### src/common/golc_pkg.sv
/*
 Constants for the gain/offset conditioning loop: register map, field layout,
 reset values and loop scaling. Assumes a 32-bit APB register slave.
*/
`default_nettype none
package golc_pkg;
	localparam logic [11:0] GOLC_ADDR_CFG    = 12'h000;
	localparam logic [11:0] GOLC_ADDR_STATUS = 12'h004;
	localparam logic [11:0] GOLC_ADDR_SIN    = 12'h008;
	localparam logic [11:0] GOLC_ADDR_COS    = 12'h00C;
	localparam int GOLC_HYS_MSB  = 7;
	localparam int GOLC_HYS_LSB  = 5;
	localparam int GOLC_OFF_MSB  = 4;
	localparam int GOLC_OFF_LSB  = 3;
	localparam int GOLC_GAIN_MSB = 2;
	localparam int GOLC_GAIN_LSB = 1;
	localparam int GOLC_DIS_BIT  = 0;
	localparam int GOLC_QEN_BIT  = 8;
	localparam logic [8:0] GOLC_CFG_RESET = 9'h12A;
	localparam int GOLC_SAMPLE_W = 16;
	localparam int GOLC_ACC_W    = 24;
	localparam int GOLC_BASE_SHIFT = 7;
	localparam int GOLC_OFF_FRAC   = 8;
	localparam int GOLC_GAIN_FRAC  = 14;
	localparam logic [23:0] GOLC_GAIN_RESET = 24'h004000;
	localparam logic [15:0] GOLC_GAIN_TARGET = 16'h4000;
endpackage
`default_nettype wire

### src/rtl/golc_loop.sv
/*
 Gain/offset controller with digital hysteresis behind an APB slave.
 Assumes sine/cosine samples arrive synchronous to pclk with a valid strobe.
*/
`default_nettype none
module golc_loop
	import golc_pkg::*;
(
	input  wire logic                     pclk,
	input  wire logic                     presetn,
	input  wire logic                     psel,
	input  wire logic                     penable,
	input  wire logic                     pwrite,
	input  wire logic [11:0]              paddr,
	input  wire logic [31:0]              pwdata,
	output logic      [31:0]              prdata,
	output logic                          pready,
	output logic                          pslverr,
	input  wire logic                     sample_valid,
	input  wire logic signed [15:0]       sin_in,
	input  wire logic signed [15:0]       cos_in,
	output logic signed [15:0]            sin_out,
	output logic signed [15:0]            cos_out,
	output logic                          quad_enable
);
	typedef struct packed {
		logic [8:0]         cfg;
		logic               qen;
		logic signed [23:0] off_sin;
		logic signed [23:0] off_cos;
		logic        [23:0] gain;
		logic signed [15:0] sin_o;
		logic signed [15:0] cos_o;
		logic [31:0]        rdata;
		logic               armed;
	} golc_state_s;

	golc_state_s st;
	golc_state_s next_st;

	logic               acc;
	logic               mapped;
	logic [2:0]         hys;
	logic [1:0]         oshift;
	logic [1:0]         gshift;
	logic signed [15:0] sin_c;
	logic signed [15:0] cos_c;
	logic signed [31:0] sin_g;
	logic signed [31:0] cos_g;
	logic signed [15:0] sin_n;
	logic signed [15:0] cos_n;
	logic        [15:0] amp;
	logic signed [23:0] gerr;

	assign acc     = psel && penable;
	assign hys     = st.cfg[GOLC_HYS_MSB:GOLC_HYS_LSB];
	assign oshift  = st.cfg[GOLC_OFF_MSB:GOLC_OFF_LSB];
	// Codes 01 and 10 both give a shift of one, matching the documented gain table
	assign gshift  = (st.cfg[GOLC_GAIN_MSB:GOLC_GAIN_LSB] == 2'b11) ? 2'd3 :
		(st.cfg[GOLC_GAIN_MSB:GOLC_GAIN_LSB] == 2'b00) ? 2'd0 : 2'd1;
	assign pready  = 1'b1;
	assign prdata  = st.rdata;
	assign mapped  = (paddr == GOLC_ADDR_CFG) || (paddr == GOLC_ADDR_STATUS)
		|| (paddr == GOLC_ADDR_SIN) || (paddr == GOLC_ADDR_COS);
	// Flagged in the access cycle itself, where the master samples it
	assign pslverr = acc && !mapped;
	assign sin_out = st.sin_o;
	assign cos_out = st.cos_o;
	assign quad_enable = st.qen;

	always_comb
	begin
		sin_c = 16'(sin_in - 16'(st.off_sin >>> GOLC_OFF_FRAC));
		cos_c = 16'(cos_in - 16'(st.off_cos >>> GOLC_OFF_FRAC));
		sin_g = (32'(sin_c) * $signed({8'h00, st.gain})) >>> GOLC_GAIN_FRAC;
		cos_g = (32'(cos_c) * $signed({8'h00, st.gain})) >>> GOLC_GAIN_FRAC;
		sin_n = 16'(sin_g);
		cos_n = 16'(cos_g);
		amp   = 16'((sin_n[15] ? -sin_n : sin_n) + (cos_n[15] ? -cos_n : cos_n));
		gerr  = 24'($signed({1'b0, GOLC_GAIN_TARGET}) - $signed({1'b0, amp}));
	end

	always_comb
	begin
		next_st = st;
		// Captured once; later writes only show in the register
		next_st.armed = 1'b0;
		if (st.armed)
			next_st.qen = st.cfg[GOLC_QEN_BIT];
		if (psel && !penable && !pwrite)
		begin
			case (paddr)
				GOLC_ADDR_CFG:    next_st.rdata = {23'h000000, st.cfg};
				GOLC_ADDR_STATUS: next_st.rdata = {31'h00000000, st.qen};
				GOLC_ADDR_SIN:    next_st.rdata = {16'h0000, st.sin_o};
				GOLC_ADDR_COS:    next_st.rdata = {16'h0000, st.cos_o};
				default:          next_st.rdata = 32'h00000000;
			endcase
		end
		if (acc)
		begin
			if (pwrite && paddr == GOLC_ADDR_CFG)
				next_st.cfg = pwdata[8:0];
		end
		if (sample_valid)
		begin
			if (!st.cfg[GOLC_DIS_BIT])
			begin
				// Integrator step grows with code, i.e. faster settling; gain codes 01 and 10 give the same step
				next_st.off_sin = st.off_sin
					+ ((24'(sin_c) <<< oshift) >>> GOLC_BASE_SHIFT);
				next_st.off_cos = st.off_cos
					+ ((24'(cos_c) <<< oshift) >>> GOLC_BASE_SHIFT);
				next_st.gain = 24'($signed(st.gain)
					+ ((gerr <<< gshift) >>> GOLC_BASE_SHIFT));
			end
			if (hys == 3'b000)
			begin
				next_st.sin_o = sin_n;
				next_st.cos_o = cos_n;
			end
			else
			begin
				// Output moves only when change exceeds threshold
				if ((sin_n > st.sin_o + $signed({13'h0000, hys}))
					|| (sin_n < st.sin_o - $signed({13'h0000, hys})))
					next_st.sin_o = sin_n;
				if ((cos_n > st.cos_o + $signed({13'h0000, hys}))
					|| (cos_n < st.cos_o - $signed({13'h0000, hys})))
					next_st.cos_o = cos_n;
			end
		end
	end

	// Quadrature enable is latched only at the first edge after reset release
	always_ff @(posedge pclk or negedge presetn)
	begin
		if (!presetn)
			st <= '{cfg: GOLC_CFG_RESET, gain: GOLC_GAIN_RESET, armed: 1'b1, default: '0};
		else
			st <= next_st;
	end

	property p_bypass;
		@(posedge pclk) disable iff (!presetn)
		(sample_valid && hys == 3'b000) |=> (sin_out == $past(sin_n));
	endproperty
	a_bypass: assert property (p_bypass) else $error("hysteresis not bypassed");

	property p_hold;
		@(posedge pclk) disable iff (!presetn)
		(sample_valid && hys != 3'b000
			&& sin_n <= st.sin_o + $signed({13'h0000, hys})
			&& sin_n >= st.sin_o - $signed({13'h0000, hys}))
		|=> $stable(sin_out);
	endproperty
	a_hold: assert property (p_hold) else $error("hysteresis step passed");

	property p_disable;
		@(posedge pclk) disable iff (!presetn)
		(st.cfg[GOLC_DIS_BIT] && !acc) |=> ($stable(st.gain) && $stable(st.off_sin));
	endproperty
	a_disable: assert property (p_disable) else $error("loop ran while disabled");

	property p_qen;
		@(posedge pclk) disable iff (!presetn)
		!st.armed |=> $stable(quad_enable);
	endproperty
	a_qen: assert property (p_qen) else $error("quad enable changed live");

	property p_gshift;
		@(posedge pclk) disable iff (!presetn)
		(st.cfg[GOLC_GAIN_MSB:GOLC_GAIN_LSB] == 2'b10) |-> (gshift == 2'd1);
	endproperty
	a_gshift: assert property (p_gshift) else $error("gain code 10 scale wrong");

	property p_write;
		@(posedge pclk) disable iff (!presetn)
		(acc && pwrite && paddr == GOLC_ADDR_CFG) |=> (st.cfg == $past(pwdata[8:0]));
	endproperty
	a_write: assert property (p_write) else $error("config write lost");

	property p_oshift;
		@(posedge pclk) disable iff (!presetn)
		(sample_valid && !st.cfg[GOLC_DIS_BIT] && oshift == 2'b11 && sin_c == -16'sd128)
		|=> (st.off_sin == $past(st.off_sin) - 24'sd8);
	endproperty
	a_oshift: assert property (p_oshift) else $error("offset scale wrong");

	property p_slow;
		@(posedge pclk) disable iff (!presetn)
		(sample_valid && !st.cfg[GOLC_DIS_BIT] && oshift == 2'b00 && sin_c == -16'sd128)
		|=> (st.off_sin == $past(st.off_sin) - 24'sd1);
	endproperty
	a_slow: assert property (p_slow) else $error("slowest offset wrong");

	property p_run;
		@(posedge pclk) disable iff (!presetn)
		(sample_valid && !st.cfg[GOLC_DIS_BIT] && sin_c[15]) |=> (st.off_sin != $past(st.off_sin));
	endproperty
	a_run: assert property (p_run) else $error("enabled offset loop idle");

	property p_cos_bypass;
		@(posedge pclk) disable iff (!presetn)
		(sample_valid && hys == 3'b000) |=> (cos_out == $past(cos_n));
	endproperty
	a_cos_bypass: assert property (p_cos_bypass) else $error("cos hysteresis not bypassed");

	property p_qen_cap;
		@(posedge pclk) disable iff (!presetn)
		st.armed |=> (quad_enable == $past(st.cfg[GOLC_QEN_BIT]));
	endproperty
	a_qen_cap: assert property (p_qen_cap) else $error("quad enable not captured");

	property p_err;
		@(posedge pclk) disable iff (!presetn)
		(acc && paddr[11:4] != 8'h00) |-> pslverr;
	endproperty
	a_err: assert property (p_err) else $error("unmapped access not flagged");

	c_write: cover property (@(posedge pclk) acc && pwrite);
	c_run:   cover property (@(posedge pclk) sample_valid && !st.cfg[GOLC_DIS_BIT]);
	c_err:   cover property (@(posedge pclk) acc && pslverr);
	c_hys:   cover property (@(posedge pclk) sample_valid && hys == 3'b111);
	c_dis:   cover property (@(posedge pclk) sample_valid && st.cfg[GOLC_DIS_BIT]);
endmodule
`default_nettype wire

### config.mk
export PLATFORM = sky130hd
export DESIGN_NAME = golc_loop
export DESIGN_NICKNAME = d
export VERILOG_FILES = /design/src/common/golc_pkg.sv /design/src/rtl/golc_loop.sv
export SDC_FILE = /design/constraint.sdc
export NUM_CORES = 2
export LEC_CHECK = 0
export ABC_AREA = 1
export BUFFER_PORTS_ARGS = -buffer_cell sky130_fd_sc_hd__buf_2
export CORE_MARGIN = 3
export CORE_UTILIZATION = 35
export CTS_CLUSTER_DIAMETER = 40
export DETAILED_ROUTE_END_ITERATION = 8
export GPL_TIMING_DRIVEN = 1
export HOLD_SLACK_MARGIN = 0.03
export SLEW_MARGIN = 0
export SYNTH_ARGS = -nofsm -noshare
export SYNTH_HDL_FRONTEND = slang
export SYNTH_SLANG_ARGS = --single-unit
### constraint.sdc
create_clock -name pclk -period 17.1 [get_ports pclk]
set_input_delay 0.855 -clock pclk [delete_from_list [all_inputs] [get_ports pclk]]
set_output_delay 0.855 -clock pclk [all_outputs]
set_load 0.03 [all_outputs]
==> impl_summary.md <==
Logic synthesis
The share of Yosys cell area claimed by the top area cell type is 0.293. The register area share after synthesis is 0.0898. By area the synthesized netlist is led by sky130_fd_sc_hd__fa_1 29%, sky130_fd_sc_hd__ha_1 13%, sky130_fd_sc_hd__inv_1 12%. The total of flip-flops plus latches after synthesis is 131. The count of flip-flops with a built-in enable after synthesis is 0. The average cell area after synthesis is 7.22 um2.

The number of different library cells in the post-synthesis netlist is 67. The netlist area before placement is 36600 um2. In the synthesized netlist the dominant register cell turns out to be sky130_fd_sc_hd__dfrtp_1. The cell count after synthesis is 5069. After synthesis, the share of flip-flops with an asynchronous set or reset is 1.00. The total of warnings raised by yosys is 0. The biggest area consumer among synthesized cells is sky130_fd_sc_hd__fa_1.

Floorplan
The die is 329 um wide. For this design the top-level I/O count stands at 149. In this run the vertical extent of the chip is 329 um. In this run the core area contains 117 standard-cell rows. The die covers 108000 um2. The initial utilization of the core area, before any placement, comes to 0.356.

The total core area is 103000 um2.

STA
Setup repair after global routing left no endpoint under its margin. For the finished layout, the period the worst path requires is 14.12 ns. The post-route clock skew is 0.0196 ns. The number of hold violations in the final report is 0.

The worst slew slack as a fraction of its limit is 0.202. The total negative slack for setup checks is 0 ns. Setup violations remaining at the end of the flow were counted as 0. The number of slew-limit violations in the final report is 0. For the pin with the worst max-slew slack, the measured transition is 1.20 ns. The final clock period utilization by the worst path is 0.826. The slack of the critical path is 2.98 ns. Static timing analysis puts the maximum clock frequency at 0.0708 GHz.

Layout
The number of antenna repair diodes is 0. Once layout is complete, the utilization of the core stands at 0.377. For this run, the post-layout net count is 6024. Of the cells placed in the final design, the portion with a size suffix greater than 1 is 0.0499. The area growth from synthesis to layout is 5.83%. The top cell types in the final layout, fill and taps aside, are 1162 x sky130_fd_sc_hd__inv_1, 1144 x sky130_fd_sc_hd__nand2_1, 536 x sky130_fd_sc_hd__fa_1, 443 x sky130_fd_sc_hd__nor2_1, 366 x sky130_fd_sc_hd__ha_1. The most common cell after layout, fill and taps aside is sky130_fd_sc_hd__inv_1.

Critical path
The largest single stage delay on the critical path is 0.71 ns. The critical path required time is 17.45 ns. The maximum net fanout on the critical path is 17. In this run the critical register-to-register path is launched from st[97].

The worst register-to-register path has a depth of 62. The endpoint of the worst register-to-register path is st[87]. The cell seen most often among critical-path stages is sky130_fd_sc_hd__nand2_1.

Across all register-to-register paths, the minimum setup slack is 3.06 ns. The setup path with the least slack is of type in -> reg. The startpoint type of the worst setup path is a primary input.

The slowest stage of the critical path belongs to the cell sky130_fd_sc_hd__clkinv_1. The worst setup path is captured at a flop. Data arrives at the worst endpoint at 14.47 ns.

Clock network
The clock transition time at the flip-flop clock pins of the worst setup and hold paths is 0.08 ns. The clock drives 131 sinks. TritonCTS created 17 clock buffers. The clock tree synthesis step divided the H-tree into 4 levels. In this run the clock root is driven by a sky130_fd_sc_hd__clkbuf_16. The number of buffers on the longest clock path is 2. The number of buffers inserted by post-CTS setup repair is 0. The clock tree from TritonCTS is done.

The cts-stage hold buffer count is 0. The number of gates resized after CTS was 0. The later pin in the worst-skew pair is clocked with a latency of 0.50 ns.

Min path
The path class of the tightest hold or removal check is in -> async.

Routing
The total iterations of the first detailed-routing run is 7. In this run, the number of DRC markers left after iteration 0 of detailed routing was 2139. After detailed routing, the total wire length is 112000 um. The mean routed wirelength per cell is 17.5 um. After detailed routing, the number of remaining DRC violations is 0.

The detail route stage leaves a number of antenna-violating nets equal to 0. The post-detailed-route via-to-cell ratio is 4.94. Detailed routing inserted a total of 31700 vias.

Global routing
In the global route stage, overall resource usage came out at 0.212. The via count of the first global-routing pass is 32100. The first global-routing pass estimated 179000 um of wire. Entering global routing, the biggest net connects 79 pins. The number of antenna violations at the first check in global routing was 0.

The sum of overflow across all layers after global routing is 0.

Placed design
The routability congestion estimate from global placement is 0.926. The number of I/O port buffers is 108. The half-perimeter wire length of the detailed placement result is 88600 um.

The minimum setup slack after placement is 2.54 ns.

Status
The run finished with clean final reports.

Run
The tool flagged a number of max-cap violations equal to 0.
## metrics by stage
step | hold slack [ns] | cells | cell area, um2
finish | 0.299 | 6421 | 38700
global route | 0.317 | 6421 | 38700
CTS | 0.288 | 6421 | 38700
detailed placement | 0.474 | 6389 | 38200
global placement | 0.468 | 6389 | 38200
floorplan | 0.455 | 5085 | 36700
## registers in the layout, indices dropped and copies added, names as in the netlist
signal	count
st	77
cos_out	16
prdata	16
sin_out	16
hys	3
oshift	2
quad_enable	1
## critical path, delay by kind of cell
| family | cells | cell delay, ns |
|---|---|---|
| adders and majority gates | 11 | 4.60 |
| xor gates and xnor gates | 3 | 0.58 |
| AOI/OAI and AO/OA | 15 | 3.22 |
| and+or+nand+nor | 23 | 3.71 |
| buffers and inverters | 12 | 1.46 |
## synth_stat cells, drive strengths merged (10+ instances only)
library cell  number
clkinv            19
nor2             456
a21o              20
o21ai            237
fa               536
clkbuf           132
a21boi            10
nand4             34
buf               76
a21oi            209
nand3b            14
o22ai             15
xor2             122
ha               366
nand2           1157
o221ai            12
or2               19
inv             1170
nand3            158
a31oi             15
xnor2             50
nor3              41
dfrtp            125
o21bai            16
## cell families after synthesis
family          Yosys count  share of synthesized area
xor+xnor                172                     0.0421
flops                   131                     0.0898
fa+ha+maj               902                      0.418
other cells               2                   0.000205
buf+inv                1397                      0.150
compound gates          569                     0.0875
simple gates           1891                      0.211
mux                       5                    0.00150
## worst max-delay path by stage
stage / from / endpoint / slack [ns] / cells past startpoint
2_1_floorplan: cos_in[13] / st[87] / 4.98 / 65
3_3_place_gp: cos_in[0] / st[87] / 2.65 / 64
3_5_place_dp: cos_in[0] / st[87] / 2.54 / 64
4_1_cts: cos_in[0] / st[87] / 3.04 / 64
5_1_grt: cos_in[0] / st[87] / 1.92 / 64
6_report: cos_in[0] / st[87] / 2.98 / 64
## final cells by class
type / count / area, um2
Clock buffer: 20 / 437
Fill cell: 11000 / 64000
Clock inverter: 12 / 124
Multi-Input combinational cell: 3557 / 27900
Inverter: 1189 / 4470
Timing Repair Buffer: 144 / 817
Sequential cell: 131 / 3290
Tap cell: 1368 / 1710
## layer usage
metal | GRT usage | vias up | share of wire
met3 | 0.0296 | 212 | 0.065
met2 | 0.344 | 985 | 0.45
met5 | 0 | - | 0
met4 | 0.0874 | 0 | 0.044
met1 | 0.284 | 15300 | 0.44
li1 | - | 15200 | -
Power is left out: the tool's default activity adds up to more than one toggle a clock period on the data nets, which glitch-free logic cannot reach.
